$ cat config.mk
export PLATFORM = sky130hd
export DESIGN_NAME = uhp_host_port
export DESIGN_NICKNAME = d
export VERILOG_FILES = /design/src/core/uhp_pkg.sv /design/src/core/uhp_baud_gen.sv /design/src/core/uhp_host_port.sv
export SDC_FILE = /design/constraint.sdc
export NUM_CORES = 1
export LEC_CHECK = 0
export BUFFER_PORTS_ARGS = -buffer_cell sky130_fd_sc_hd__buf_2
export CAP_MARGIN = 20
export CORE_MARGIN = 2
export CORE_UTILIZATION = 45
export DETAILED_ROUTE_END_ITERATION = 8
export GPL_ROUTABILITY_DRIVEN = 1
export GPL_TIMING_DRIVEN = 0
export PLACE_DENSITY = 0.7
export SLEW_MARGIN = 0
export SYNTH_ARGS = -nofsm -noshare
export SYNTH_HDL_FRONTEND = slang
export SYNTH_SLANG_ARGS = --single-unit
$ cat constraint.sdc
create_clock -name clock -period 2.4 [get_ports clock]
set_clock_uncertainty 0.05 [all_clocks]
set_input_delay 0.24 -clock clock [delete_from_list [all_inputs] [get_ports clock]]
set_output_delay 0.24 -clock clock [all_outputs]
set_load 0.01 [all_outputs]
$ cat src/core/uhp_pkg.sv
// constants and carrier types shared by the host port and modem pin logic
// assumes a single 40 MHz clock; all pins arrive synchronous to it
package uhp_pkg;

	// ****************************************
	// register selects
	// ****************************************
	localparam logic [2:0] ADDR_DIV_LO     = 3'h0;
	localparam logic [2:0] ADDR_IRQ_EN     = 3'h1;
	localparam logic [2:0] ADDR_LINE_CTRL  = 3'h3;
	localparam logic [2:0] ADDR_MODEM_CTRL = 3'h4;
	localparam logic [2:0] ADDR_MODEM_STAT = 3'h6;

	// ****************************************
	// field positions
	// ****************************************
	localparam int MSR_CTS_CHG  = 0;
	localparam int MSR_DSR_CHG  = 1;
	localparam int MSR_DCD_CHG  = 3;
	localparam int MSR_CTS_LVL  = 4;
	localparam int MSR_DSR_LVL  = 5;
	localparam int MSR_DCD_LVL  = 7;
	localparam int MCR_DTR      = 0;
	localparam int MCR_RTS      = 1;
	localparam int MCR_LOOP     = 4;
	localparam int MCR_AFE      = 5;
	localparam int IER_RX_DATA  = 0;
	localparam int IER_THR      = 1;
	localparam int IER_LINE     = 2;
	localparam int IER_MODEM    = 3;
	localparam int LCR_DLAB     = 7;

	// ****************************************
	// reset values and masks
	// ****************************************
	localparam logic [7:0]  IER_RST   = 8'h00;
	localparam logic [7:0]  LCR_RST   = 8'h00;
	localparam logic [7:0]  MCR_RST   = 8'h00;
	localparam logic [7:0]  MSR_RST   = 8'h00;
	localparam logic [7:0]  BYTE_ZERO = 8'h00;
	localparam logic [7:0]  IER_MASK  = 8'h0F;
	localparam logic [7:0]  MCR_MASK  = 8'h3F;
	localparam logic [15:0] DIV_RST   = 16'h0001;
	localparam logic [15:0] DIV_ONE   = 16'h0001;
	localparam logic [15:0] DIV_ZERO  = 16'h0000;

	// ****************************************
	// carriers
	// ****************************************
	typedef struct packed {
		logic dcd_n;
		logic dsr_n;
		logic cts_n;
	} uhp_mdm_t;

	typedef struct packed {
		logic [2:0] reg_sel;
		logic       cs_hi_a;
		logic       cs_hi_b;
		logic       cs_lo_n;
	} uhp_sel_t;

endpackage

$ cat src/core/uhp_baud_gen.sv
// baud generator: one-cycle 16x enable pulse every divisor clocks
// assumes divisor is static while used; zero stops the pulse train
`timescale 1ns/1ps
`default_nettype none
module uhp_baud_gen #(
	parameter int DIV_W = 16
) (
	// clock and reset
	input  wire logic             clock,
	input  wire logic             rst,
	// divisor latch value
	input  wire logic [DIV_W-1:0] divisor,
	// 16x enable
	output var  logic             tick_r
);

	logic [DIV_W-1:0] cnt_r;
	logic [DIV_W-1:0] cnt_nxt;
	logic             tick_nxt;

	always_comb begin
		cnt_nxt  = cnt_r;
		tick_nxt = 1'h0;
		if (divisor == DIV_W'(uhp_pkg::DIV_ZERO)) begin
			cnt_nxt = DIV_W'(uhp_pkg::DIV_ZERO);
		end else if (cnt_r <= DIV_W'(uhp_pkg::DIV_ONE)) begin
			// reload also catches a count left at zero by reset or a zero divisor
			cnt_nxt  = divisor;
			tick_nxt = 1'h1;
		end else begin
			cnt_nxt = cnt_r - DIV_W'(uhp_pkg::DIV_ONE);
		end
	end

	always_ff @(posedge clock) begin
		if (rst) begin
			cnt_r  <= DIV_W'(uhp_pkg::DIV_ZERO);
			tick_r <= 1'h0;
		end else begin
			cnt_r  <= cnt_nxt;
			tick_r <= tick_nxt;
		end
	end
endmodule
`default_nettype wire

$ cat src/core/uhp_host_port.sv
// host port, modem control and modem status pins of the serial element
// assumes all pins synchronous to clock; strobes are already decoded to
// active-high read and write levels; other interrupt sources arrive as levels
// Functional notes
// - register selects choose the accessed register
// - low strobe passes selects, high holds captured
// - selected only when both high, low chip selects
// - status bit 4 clear-to-send, bit 0 changed
// - clear-to-send change interrupts unless automatic mode
// - automatic mode: clear-to-send gates new characters
// - status bit 7 carrier, bit 3 changed
// - status bit 5 data-set-ready, bit 1 changed
// - change flags stick until status register read
// - carrier or data-set-ready change raises interrupt
// - control bit set drives terminal-ready active
// - terminal-ready inactive on reset, loopback, clear
// - driver disable high unless host is reading
// - interrupt for any enabled one of four
// - interrupt drops when serviced or reset
// - master reset clears registers except the divisor, and outputs
// - baud pulse at 16x from divisor latches
// - eight-bit data bus driven only during reads
// - control bits 5 and 1 enable autoflow
`timescale 1ns/1ps
`default_nettype none
module uhp_host_port #(
	parameter int DIV_W = 16
) (
	// clock and resets
	input  wire logic       clock,
	input  wire logic       rst,
	input  wire logic       master_reset_in,
	// host select pins
	input  wire logic       reg_select_bit0,
	input  wire logic       reg_select_bit1,
	input  wire logic       reg_select_bit2,
	input  wire logic       addr_strobe_n,
	input  wire logic       chip_sel_hi_a,
	input  wire logic       chip_sel_hi_b,
	input  wire logic       chip_sel_lo_n,
	input  wire logic       rd_strobe,
	input  wire logic       wr_strobe,
	// host data bus
	input  wire logic [7:0] data_in,
	output var  logic [7:0] data_out_r,
	output var  logic       data_oe_r,
	output var  logic       xcvr_disable_r,
	output var  logic       irq_out_r,
	// other interrupt sources of the element
	input  wire logic       rx_line_err_in,
	input  wire logic       rx_data_avail_in,
	input  wire logic       thr_empty_in,
	// modem pins
	input  wire logic       cts_n,
	input  wire logic       dsr_n,
	input  wire logic       carrier_detect_n,
	output var  logic       dtr_n_r,
	// transmitter hooks
	output var  logic       tx_start_ok_r,
	output var  logic       auto_rts_en_r,
	output var  logic       tx_16x_clock_out
);

	// ****************************************
	// select capture
	// ****************************************
	uhp_pkg::uhp_sel_t sel_pins;
	uhp_pkg::uhp_sel_t sel_live;
	uhp_pkg::uhp_sel_t sel_hold_r;
	uhp_pkg::uhp_sel_t sel_hold_nxt;
	logic              clr;
	logic              cs_ok;
	logic              rd_act;
	logic              wr_act;
	logic              rd_prev_r;
	logic              wr_prev_r;
	logic              rd_start;
	logic              wr_start;

	assign clr      = rst | master_reset_in;
	assign sel_pins = '{reg_sel: {reg_select_bit2, reg_select_bit1, reg_select_bit0},
		cs_hi_a: chip_sel_hi_a, cs_hi_b: chip_sel_hi_b, cs_lo_n: chip_sel_lo_n};

	always_comb begin
		// holding tracks the pins while strobe is low, so it keeps the rising-edge value
		sel_hold_nxt = addr_strobe_n ? sel_hold_r : sel_pins;
		sel_live     = addr_strobe_n ? sel_hold_r : sel_pins;
	end

	assign cs_ok    = sel_live.cs_hi_a & sel_live.cs_hi_b & ~sel_live.cs_lo_n;
	assign rd_act   = rd_strobe & cs_ok;
	assign wr_act   = wr_strobe & cs_ok & ~rd_strobe;
	assign rd_start = rd_act & ~rd_prev_r;
	assign wr_start = wr_act & ~wr_prev_r;

	always_ff @(posedge clock) begin
		if (rst) begin
			sel_hold_r <= '0;
			rd_prev_r  <= 1'h0;
			wr_prev_r  <= 1'h0;
		end else begin
			sel_hold_r <= sel_hold_nxt;
			rd_prev_r  <= rd_act;
			wr_prev_r  <= wr_act;
		end
	end

	// ****************************************
	// modem input synchroniser
	// ****************************************
	uhp_pkg::uhp_mdm_t mdm_s1_r;
	uhp_pkg::uhp_mdm_t mdm_s2_r;
	uhp_pkg::uhp_mdm_t mdm_lvl_r;
	uhp_pkg::uhp_mdm_t mdm_chg;

	// change is seen between the second stage and the settled copy only
	assign mdm_chg = mdm_s2_r ^ mdm_lvl_r;

	always_ff @(posedge clock) begin
		if (rst) begin
			mdm_s1_r  <= '1;
			mdm_s2_r  <= '1;
			mdm_lvl_r <= '1;
		end else begin
			mdm_s1_r  <= '{dcd_n: carrier_detect_n, dsr_n: dsr_n, cts_n: cts_n};
			mdm_s2_r  <= mdm_s1_r;
			mdm_lvl_r <= mdm_s2_r;
		end
	end

	// ****************************************
	// registers
	// ****************************************
	logic [7:0]       ier_r, ier_nxt;
	logic [7:0]       lcr_r, lcr_nxt;
	logic [7:0]       mcr_r, mcr_nxt;
	logic [DIV_W-1:0] div_r, div_nxt;
	logic             cts_chg_r, cts_chg_nxt;
	logic             dsr_chg_r, dsr_chg_nxt;
	logic             dcd_chg_r, dcd_chg_nxt;
	logic [7:0]       msr_val;
	logic [7:0]       rd_val;
	logic             msr_rd;
	logic             auto_cts;
	logic             ms_irq;
	logic [7:0]       data_out_nxt;
	logic             irq_nxt;
	logic             dtr_n_nxt;
	logic             tx_ok_nxt;
	logic             auto_rts_nxt;

	assign msr_rd   = rd_start && (sel_live.reg_sel == uhp_pkg::ADDR_MODEM_STAT);
	assign auto_cts = mcr_r[uhp_pkg::MCR_AFE];

	always_comb begin
		msr_val                       = uhp_pkg::MSR_RST;
		msr_val[uhp_pkg::MSR_CTS_LVL] = ~mdm_lvl_r.cts_n;
		msr_val[uhp_pkg::MSR_CTS_CHG] = cts_chg_r;
		msr_val[uhp_pkg::MSR_DSR_LVL] = ~mdm_lvl_r.dsr_n;
		msr_val[uhp_pkg::MSR_DSR_CHG] = dsr_chg_r;
		msr_val[uhp_pkg::MSR_DCD_LVL] = ~mdm_lvl_r.dcd_n;
		msr_val[uhp_pkg::MSR_DCD_CHG] = dcd_chg_r;
	end

	always_comb begin
		// data, line status and ident registers live elsewhere and read zero here
		case (sel_live.reg_sel)
			uhp_pkg::ADDR_DIV_LO:     rd_val = lcr_r[uhp_pkg::LCR_DLAB] ? div_r[7:0]
				: uhp_pkg::BYTE_ZERO;
			uhp_pkg::ADDR_IRQ_EN:     rd_val = lcr_r[uhp_pkg::LCR_DLAB] ? div_r[15:8] : ier_r;
			uhp_pkg::ADDR_LINE_CTRL:  rd_val = lcr_r;
			uhp_pkg::ADDR_MODEM_CTRL: rd_val = mcr_r;
			uhp_pkg::ADDR_MODEM_STAT: rd_val = msr_val;
			default:                  rd_val = uhp_pkg::BYTE_ZERO;
		endcase
	end

	always_comb begin
		ier_nxt = ier_r;
		lcr_nxt = lcr_r;
		mcr_nxt = mcr_r;
		div_nxt = div_r;
		if (wr_start) begin
			case (sel_live.reg_sel)
				uhp_pkg::ADDR_DIV_LO: begin
					if (lcr_r[uhp_pkg::LCR_DLAB]) begin
						div_nxt[7:0] = data_in;
					end
				end
				uhp_pkg::ADDR_IRQ_EN: begin
					if (lcr_r[uhp_pkg::LCR_DLAB]) begin
						div_nxt[15:8] = data_in;
					end else begin
						ier_nxt = data_in & uhp_pkg::IER_MASK;
					end
				end
				uhp_pkg::ADDR_LINE_CTRL:  lcr_nxt = data_in;
				uhp_pkg::ADDR_MODEM_CTRL: mcr_nxt = data_in & uhp_pkg::MCR_MASK;
				default:                  ier_nxt = ier_r;
			endcase
		end
		// a change in the reading cycle survives the clear
		cts_chg_nxt = mdm_chg.cts_n | (cts_chg_r & ~msr_rd);
		dsr_chg_nxt = mdm_chg.dsr_n | (dsr_chg_r & ~msr_rd);
		dcd_chg_nxt = mdm_chg.dcd_n | (dcd_chg_r & ~msr_rd);
	end

	always_ff @(posedge clock) begin
		if (clr) begin
			ier_r     <= uhp_pkg::IER_RST;
			lcr_r     <= uhp_pkg::LCR_RST;
			mcr_r     <= uhp_pkg::MCR_RST;
			cts_chg_r <= 1'h0;
			dsr_chg_r <= 1'h0;
			dcd_chg_r <= 1'h0;
		end else begin
			ier_r     <= ier_nxt;
			lcr_r     <= lcr_nxt;
			mcr_r     <= mcr_nxt;
			cts_chg_r <= cts_chg_nxt;
			dsr_chg_r <= dsr_chg_nxt;
			dcd_chg_r <= dcd_chg_nxt;
		end
	end

	// divisor survives master reset so the baud rate is kept
	always_ff @(posedge clock) begin
		if (rst) begin
			div_r <= DIV_W'(uhp_pkg::DIV_RST);
		end else begin
			div_r <= div_nxt;
		end
	end

	// ****************************************
	// pin outputs
	// ****************************************
	always_comb begin
		ms_irq = (cts_chg_r & ~auto_cts) | dsr_chg_r | dcd_chg_r;
		// sources are levels, so the output drops once every enabled one is serviced
		irq_nxt = (ier_r[uhp_pkg::IER_MODEM] & ms_irq)
			| (ier_r[uhp_pkg::IER_RX_DATA] & rx_data_avail_in)
			| (ier_r[uhp_pkg::IER_THR] & thr_empty_in)
			| (ier_r[uhp_pkg::IER_LINE] & rx_line_err_in);
		dtr_n_nxt    = ~(mcr_r[uhp_pkg::MCR_DTR] & ~mcr_r[uhp_pkg::MCR_LOOP]);
		tx_ok_nxt    = ~auto_cts | ~mdm_lvl_r.cts_n;
		auto_rts_nxt = mcr_r[uhp_pkg::MCR_AFE] & mcr_r[uhp_pkg::MCR_RTS];
		data_out_nxt = rd_start ? rd_val : data_out_r;
	end

	always_ff @(posedge clock) begin
		if (clr) begin
			data_out_r     <= uhp_pkg::BYTE_ZERO;
			data_oe_r      <= 1'h0;
			xcvr_disable_r <= 1'h1;
			irq_out_r      <= 1'h0;
			dtr_n_r        <= 1'h1;
			tx_start_ok_r  <= 1'h1;
			auto_rts_en_r  <= 1'h0;
		end else begin
			data_out_r     <= data_out_nxt;
			data_oe_r      <= rd_act;
			xcvr_disable_r <= ~rd_act;
			irq_out_r      <= irq_nxt;
			dtr_n_r        <= dtr_n_nxt;
			tx_start_ok_r  <= tx_ok_nxt;
			auto_rts_en_r  <= auto_rts_nxt;
		end
	end

	uhp_baud_gen #(
		.DIV_W (DIV_W)
	) u_baud (
		.clock   (clock),
		.rst     (clr),
		.divisor (div_r),
		.tick_r  (tx_16x_clock_out)
	);
endmodule
`default_nettype wire

==> results of run 1 <==
per-stage QoR:
step           power [uW]  cell area, um2
6_report             4110            4280
5_1_grt              4340            4280
2_1_floorplan        2720            3710
3_5_place_dp         3060            4040
4_1_cts              4110            4280
3_3_place_gp         3010            4040
power by group through the flow:
stage | combinational, uW | sequential (uW) | clock, uW
finish | 1360 | 1700 | 1050
CTS | 1350 | 1700 | 1070
floorplan | 1030 | 1700 | 0
detailed placement | 1330 | 1730 | 0
global route | 1500 | 1720 | 1120
global placement | 1290 | 1720 | 0
per-layer routing:
metal | vias up | global-route usage
met5 | - | 0
li1 | 1505 | -
met4 | 0 | 0.0809
met1 | 1497 | 0.283
met2 | 86 | 0.342
met3 | 14 | 0.0327
critical path, stage by stage (launching register included):
cell and delay, ns:
dfxtp_1 0.36, inv_1 0.07, ha_1 0.21, nor3b_1 0.62, nand3_1 0.21, nor3_1 0.22, xnor2_1 0.11, a211oi_1 0.21
cell families after synthesis:
kind of cell / Yosys count / share of synthesized area
flip-flops: 85 / 0.458
AO/OA/AOI/OAI: 69 / 0.141
XOR/XNOR: 14 / 0.0330
adder cells (fa/ha/maj): 2 / 0.00674
multiplexers: 45 / 0.126
AND/OR/NAND/NOR: 147 / 0.204
buffers and inverters: 26 / 0.0313
placed cells by master (no fill, tap or decap), types with 4 or more instances in the layout:
| cell type | netlist | layout |
|---|---|---|
| xnor2_1 | 8 | 8 |
| nand2_1 | 15 | 15 |
| a211oi_1 | 15 | 15 |
| nor2_1 | 72 | 72 |
| nor4_1 | 8 | 8 |
| or2_2 | 11 | 11 |
| o21ai_0 | 4 | 4 |
| clkbuf_8 | 0 | 10 |
| nand2b_1 | 7 | 7 |
| clkbuf_1 | 14 | 14 |
| buf_2 | 3 | 42 |
| nand3_1 | 5 | 5 |
| inv_1 | 7 | 7 |
| a21oi_1 | 8 | 8 |
| xor2_1 | 6 | 6 |
| mux2i_1 | 41 | 41 |
| dfxtp_1 | 85 | 85 |
| o22ai_1 | 7 | 7 |
flip-flops by register name, summed over array words and instances, names as in the netlist, 3 cells and up:
signal	flops
div_r	16
ier_r	4
lcr_r	8
data_out_r	8
mcr_r	6
u_baud.cnt_r	16
mdm_s2_r	3
mdm_s1_r	3
sel_hold_r	6
mdm_lvl_r	3
cell type report:
| type | count | area, um2 | share of cell area |
|---|---|---|---|
| Inverter | 7 | 26.3 | 0.00614 |
| Clock inverter | 6 | 70.1 | 0.0164 |
| Buffer | 19 | 90.1 | 0.0211 |
| Timing Repair Buffer | 42 | 225 | 0.0526 |
| Tap cell | 105 | 131 | 0.0307 |
| Multi-Input combinational cell | 277 | 1900 | 0.443 |
| Clock buffer | 10 | 138 | 0.0322 |
| Sequential cell | 85 | 1700 | 0.398 |
how the worst max path moves through the flow:
stage | startpoint | to
floorplan | sel_hold_r[3] | div_r[0]
global placement | rst | u_baud.cnt_r[8]
detailed placement | rst | u_baud.cnt_r[9]
CTS | u_baud.cnt_r[0] | u_baud.cnt_r[14]
global route | u_baud.cnt_r[0] | u_baud.cnt_r[14]
finish | u_baud.cnt_r[0] | u_baud.cnt_r[14]
repair_timing:
action | in CTS | in global routing
hold buffers | 3 | 0
endpoints found under the hold margin | 3 | 0
setup endpoints to repair | 0 | 0
setup buffers | 0 | 0
==> flow_summary_export.csv, run 1 <==
group,metric,value,unit
synthesis,yosysWarnings,0,
setup_path,crit_type,"flip-flop to flip-flop",
cts,cts_sinks,85,
min_path,min_from,"rd_strobe",
min_path,hold_path_class,"input pin to flip-flop",
floorplanning,core,0.00809,mm2
synthesis,netlist_top_cells_count,"dfxtp_1 (85), nor2_1 (72), mux2i_1 (41)",
global_routing,antenna_found_initial,0,
cts,clkSlewWorstSetupHoldPaths,0.09,ns
setup_path,crit_path_end_kind,"flip-flop",
routing,ant_nets,0,
routing,first_pass_iters,4,
timing,rsz0062_at_grt,"no",
timing,period_minus_slack,2.13,ns
floorplanning,die_h,94.8,um
layout,final_cells,551,
setup_path,cp.required,2.63,ns
synthesis,yosysTopAreaCell,"dfxtp_1",
outcome,status,"completed",
setup_path,reg2reg_from,"u_baud.cnt_r[0]",
setup_path,cp-start-kind,"flip-flop",
timing,fmax,0.470,GHz
synthesis,synth-seq-cells,85,
synthesis,synth-edff-count,0,
power,power_switching,1520,uW
power,pwr-share-comb,0.330,
setup_path,r2r-end,"u_baud.cnt_r[14]",
power,powerDensity,962,mW/mm2
cts,cts-root-buf,"clkbuf_8",
routing,wirelength,9080,um
layout,nets,469,
setup_path,critPathMaxFanout,6,
run,max_cap_viol_count,0,
timing,tightest_slew,0.711,ns
global_routing,grt_pass1_wl,14500,um
cts,cts_max_level,3,
cts,cts_buffers,9,
power,irDropWorstVdd,476,uV
floorplanning,fp-row-count,33,
placed_design,gp_congestion,0.866,
power,p_leak,0.00169,uW
timing,finalSetupViolations,0,
global_routing,grt_overflow,0,
global_routing,grt_max_degree,16,
timing,whs,0.0256,ns
setup_path,r2r.worst_path.cells,7,
synthesis,synth_area_per_cell,9.57,um2
power,seqPwrFrac,0.414,
cts,cts_resized,0,
cts,clkLatencyLatePin,0.36,ns
timing,slew_viol_final,0,
floorplanning,initial_core_util,0.459,
synthesis,ys_top_cells_by_area,"dfxtp_1 (46%), mux2i_1 (11%), nor2_1 (7.3%)",
layout,fill_cells,806,
min_path,min_to,"wr_prev_r",
layout,drive_gt1_frac,0.188,
layout,antenna_cells,0,
synthesis,syn_nets,416,
synthesis,netlist_instances,388,
timing,tns,0,ns
routing,vias_per_cell,5.63,
min_path,whs_path_depth,2,
timing,hold_violations,0,
synthesis,async_flop_share,0,
placed_design,hpwlAfterDp,6660,um
placed_design,dpl.cell_count,532,
routing,wl_met2,4190,um
floorplanning,ios,41,
synthesis,netlist.area_leader.share,0.458,
layout,syn_to_final_growth,15.2,%
floorplanning,die_area,0.00899,mm2
synthesis,ys_seq_area_frac,0.458,
setup_path,cp.arrival,2.36,ns
layout,final_util,0.529,
routing,num_vias,3102,
cts,cts_tree,"yes",
synthesis,yosysMostFrequentCell,"dfxtp_1",
power,switching_share,0.370,
synthesis,yosysUniqueCellTypes,63,
routing,highest_layer,"met4",
routing,drt-initial-drc-count,137,
floorplanning,die_w,94.8,um
routing,wl_met1,4240,um
power,p_int,2590,uW
global_routing,grt_util_all_layers,0.211,
routing,wl_met3,505,um
placed_design,io_buffers,39,
global_routing,grt_pass1_vias,2940,
synthesis,synth_flop_cell,"dfxtp_1",
routing,drc,0,
power,p_clk_frac,0.256,
cts,clock_path_buffers,2,
routing,routedWlPerCell,16.5,um
timing,setup_ws,0.274,ns
timing,relSlewSlack,0.525,
synthesis,synth_area,0.00371,mm2
timing,timing.final.crit_share,0.886,
setup_path,r2r_slack,0.27,ns
placed_design,place_ws,0.185,ns
Power figures use the tool's default switching activity.
==> inputs of run 2 (changes only) <==
- MAX_ROUTING_LAYER: default -> met4
==> run 2 against run 1 <==
Net effect:
- highest routed layer unchanged
- critical path type unchanged
- critical endpoint unchanged
- flip-flop and latch count unchanged
- register-to-register slack about the same
- utilization decreased by 0.29 points
- non-clock buffer count unchanged
- sequential share of layout area increased by 0.22 points
==> flow_summary_export.csv, run 2 (synthesis gave the netlist of run 1 again) <==
group,metric,value,unit
outcome,status,"completed",
run,max_cap_viol_count,0,
layout,final_common_cell,"dfxtp_1",
timing,tns,0,ns
power,irDropWorstVdd,488,uV
placed_design,dpl.cell_count,532,
timing,hold_violations,0,
cts,postCtsSetupBuffers,0,
timing,timing.final.crit_share,0.884,
global_routing,grt_pass1_wl,14400,um
routing,ant_nets,0,
timing,period_minus_slack,2.12,ns
floorplanning,die_h,94.8,um
routing,drc,0,
routing,wirelength,9150,um
floorplanning,core,0.00809,mm2
setup_path,cp.arrival,2.36,ns
cts,cts_resized,0,
layout,fill_cells,789,
cts,cts-root-buf,"clkbuf_8",
routing,drt-initial-drc-count,205,
routing,routedWlPerCell,16.6,um
setup_path,cp.required,2.64,ns
timing,fmax,0.471,GHz
power,p_leak,0.00168,uW
routing,first_pass_iters,5,
cts,clock_path_buffers,2,
placed_design,placed_area,0.00404,mm2
routing,num_vias,3103,
setup_path,cp-start-kind,"flip-flop",
layout,stdcell_area,0.00425,mm2
cts,clkLatencyLatePin,0.37,ns
timing,rsz0062_at_grt,"no",
global_routing,grt_max_degree,16,
timing,relSlewSlack,0.516,
layout,syn_to_final_growth,14.6,%
floorplanning,die_w,94.8,um
setup_path,reg2reg_from,"u_baud.cnt_r[0]",
setup_path,critPathMaxFanout,6,
setup_path,crit_path_end_kind,"flip-flop",
layout,final_cells,551,
global_routing,grt_pass1_vias,2904,
setup_path,crit_type,"flip-flop to flip-flop",
routing,vias_per_cell,5.63,
placed_design,io_buffers,39,
layout,reg_top3,"div_r (16), u_baud.cnt_r (16)",
layout,layout_common_cells,"dfxtp_1 (85), nor2_1 (72), buf_2 (42)",
cts,cts_tree,"yes",
layout,final_util,0.526,
power,powerDensity,945,mW/mm2
layout,nets,469,
setup_path,slowest_delay,0.63,ns
cts,cts_max_level,3,
min_path,min_from,"rd_strobe",
cts,cts_sinks,85,
timing,finalSetupViolations,0,
layout,antenna_cells,0,
timing,tightest_slew,0.724,ns
power,fin_total_pwr,4020,uW
floorplanning,ios,41,
global_routing,grt_util_all_layers,0.217,
setup_path,crit_chain,"inv_1 -> ha_1 -> nor3b_1 -> nand3_1 -> nor3_1 -> xnor2_1 -> a211oi_1",
setup_path,r2r_slack,0.28,ns
cts,clkSlewWorstSetupHoldPaths,0.09,ns
timing,slew_viol_final,0,
layout,seq_area,0.00170,mm2
floorplanning,initial_core_util,0.459,
placed_design,hpwlAfterDp,6780,um
global_routing,grt_overflow,0,
layout,multi_input_area,0.00190,mm2
placed_design,gp_congestion,0.884,
global_routing,antenna_found_initial,0,
setup_path,cpMaxStageDelayCell,"nor3b_1",
layout,drive_gt1_frac,0.188,
floorplanning,die_area,0.00899,mm2
cts,cts_buffers,9,
setup_path,crit_start,"u_baud.cnt_r[0]",
min_path,hold_path_class,"input pin to flip-flop",
floorplanning,fp-row-count,33,
-- run 2: final timing paths --
check / to / cells after the start
worst max-delay path: u_baud.cnt_r[14] / 7
worst min-delay path: wr_prev_r / 2
worst max register to register: u_baud.cnt_r[14] / 7
worst min register to register: mdm_s2_r[0] / 1
-- run 2: layout make-up --
cell class	count	share of cell area
timing repair buffer	42	0.0529
inverter	7	0.00618
sequential	85	0.400
clock buffer	10	0.0324
clock inverter	6	0.0109
buffer	19	0.0212
multi-input combinational	277	0.446
tap	105	0.0309
-- run 2: per-layer routing --
metal	track usage	vias to the layer above	share of wire
met5	-	-	0
met4	0.0797	0	0.016
met3	0.0335	11	0.059
met2	0.333	91	0.47
met1	0.290	1493	0.45
li1	-	1508	-
-- run 2: timing repair --
item | 4_1_cts | 5_1_grt
endpoints found under the hold margin | 2 | 1
endpoints found under the setup margin | 0 | 0
hold buffers | 2 | 1
-- run 2: critical path: cells and delay by family (launching register included) --
kind / cells / cell delay, ns
flip-flops: 1 / 0.36
XOR/XNOR: 1 / 0.10
buffers and inverters: 1 / 0.07
AO/OA/AOI/OAI: 1 / 0.22
AND/OR/NAND/NOR: 3 / 1.06
adder cells (fa/ha/maj): 1 / 0.20
-- run 2: power by group --
part	switching, uW	internal (uW)	leakage, uW
Combinational	835	524	0.000905
Sequential	152	1550	0.000690
Clock	545	409	0.0000889
-- run 2: metrics by stage --
stage	setup slack (ns)	hold WS [ns]
after floorplan	0.636	0.267
after global placement	0.228	0.344
after detailed placement	0.163	0.345
after CTS	0.274	0.000797
after global routing	0.117	0.0386
final	0.279	0.0243
==> inputs of run 3 (changes only) <==
- GPL_TIMING_DRIVEN: 0 -> default
- SKIP_CTS_REPAIR_TIMING: default -> 1
==> run 3 against run 2 <==
Net effect:
- sequential share of layout area is 0.17 points higher
- combinational power hardly changed
- sequential power hardly changed
- via count is 2.8% lower
- clock-buffer cell count is 1 lower
- global-route usage is 0.21 points lower
- critical path depth is 2 lower
==> flow_summary_export.csv, run 3 (synthesis gave the netlist of run 1 again) <==
group,metric,value,unit
outcome,status,"completed",
setup_path,worstSetupEndpoint,"div_r[14]",
setup_path,crit_type,"flip-flop to flip-flop",
timing,tns,0,ns
cts,clkLatencyLatePin,0.36,ns
setup_path,crit_path_end_kind,"flip-flop",
timing,fmax,0.497,GHz
placed_design,io_buffers,40,
timing,rsz0062_at_grt,"no",
setup_path,r2r-end,"div_r[14]",
cts,cts_sinks,85,
global_routing,grt_pass1_wl,14400,um
global_routing,grt_overflow,0,
setup_path,reg2reg_from,"sel_hold_r[5]",
layout,final_util,0.524,
floorplanning,die_area,0.00899,mm2
layout,nets,455,
cts,cts_tree,"yes",
setup_path,cp.required,2.60,ns
cts,clock_path_buffers,2,
routing,first_pass_iters,4,
routing,drc,0,
setup_path,r2r.worst_path.cells,5,
cts,cts_max_level,3,
routing,drt-initial-drc-count,160,
floorplanning,die_h,94.8,um
routing,ant_nets,0,
layout,antenna_cells,0,
layout,syn_to_final_growth,14.1,%
global_routing,grt_max_degree,35,
timing,timing.final.crit_share,0.839,
run,max_cap_viol_count,0,
routing,vias_per_cell,5.61,
timing,tightest_slew,0.616,ns
routing,num_vias,3015,
layout,layout_common_cells,"dfxtp_1 (85), nor2_1 (72), mux2i_1 (41)",
timing,relSlewSlack,0.589,
setup_path,r2r_slack,0.39,ns
power,powerDensity,994,mW/mm2
setup_path,cp.arrival,2.21,ns
floorplanning,initial_core_util,0.459,
floorplanning,die_w,94.8,um
timing,period_minus_slack,2.01,ns
placed_design,hpwlAfterDp,6300,um
setup_path,cp-start-kind,"flip-flop",
routing,wirelength,8840,um
layout,drive_gt1_frac,0.199,
floorplanning,fp-row-count,33,
global_routing,antenna_found_initial,0,
setup_path,critPathMaxFanout,8,
timing,slew_viol_final,0,
setup_path,crit_start,"sel_hold_r[5]",
layout,reg_top3,"div_r (16), u_baud.cnt_r (16)",
cts,cts-root-buf,"clkbuf_8",
routing,routedWlPerCell,16.5,um
cts,clkSlewWorstSetupHoldPaths,0.09,ns
min_path,whs_path_depth,2,
layout,final_common_cell,"dfxtp_1",
power,p_leak,0.00169,uW
floorplanning,ios,41,
timing,finalSetupViolations,0,
min_path,min_from,"dsr_n",
placed_design,gp_congestion,0.867,
power,irDropWorstVdd,514,uV
floorplanning,core,0.00809,mm2
global_routing,grt_pass1_vias,2948,
cts,cts_buffers,9,
timing,hold_violations,0,
global_routing,grt_util_all_layers,0.215,
min_path,hold_path_class,"input pin to flip-flop",
[run 3: cell count changes in the layout (fill, tap and decap cells not counted)]
| cell | previous run | this run |
|---|---|---|
| clkbuf_1 | 14 | 0 |
| buf_4 | 0 | 6 |
| inv_6 | 1 | 4 |
| buf_2 | 42 | 40 |
| buf_6 | 2 | 0 |
| bufinv_16 | 0 | 2 |
| clkinv_4 | 2 | 0 |
| dlygate4sd3_1 | 3 | 1 |
| clkbuf_8 | 10 | 9 |
| clkinv_2 | 1 | 0 |
| clkinvlp_4 | 2 | 1 |
[run 3: layout make-up]
type | instances | area [um2]
clock buffer | 9 | 124
clock inverter | 7 | 103
fill | 782 | 3860
inverter | 7 | 26.3
multi-input combinational | 277 | 1900
sequential | 85 | 1700
tap | 105 | 131
timing repair buffer | 47 | 255
[run 3: layer usage]
| layer | GRT usage | wire length [um] |
|---|---|---|
| met2 | 0.339 | 4210 |
| met5 | - | 0 |
| met3 | 0.0415 | 474 |
| met1 | 0.275 | 4020 |
| met4 | 0.0809 | 141 |
[run 3: metrics by stage]
step	power (uW)	area [um2]	std cells	hold slack, ns	worst slack [ns]
after floorplan	2720	3710	388	0.267	0.636
after global placement	3020	4000	520	0.345	0.277
after detailed placement	3070	4000	520	0.350	0.185
after CTS	4230	4230	536	-0.00592	0.405
after global routing	4470	4240	537	0.00398	0.236
final	4210	4240	537	0.00583	0.386
[run 3: worst min path at each step]
stage / slack (ns) / endpoint
floorplan: 0.27 / wr_prev_r
global placement: 0.34 / mdm_s2_r[1]
detailed placement: 0.35 / mdm_s2_r[0]
CTS: -0.006 / mdm_s1_r[2]
global route: 0.004 / mdm_s1_r[0]
finish: 0.006 / mdm_s1_r[1]
[run 3: critical path, cell delays in order, from the launching register on]
cell,delay [ns]
dfxtp_1,0.46
nor2_1,0.09
a31oi_1,0.48
or3b_1,0.49
mux2i_1,0.27
nor2_1,0.06
[run 3: report_power, final]
| group | total (uW) | internal [uW] | switching, uW |
|---|---|---|---|
| Sequential | 1700 | 1550 | 151 |
| Combinational | 1350 | 559 | 793 |
| Clock | 1160 | 601 | 554 |
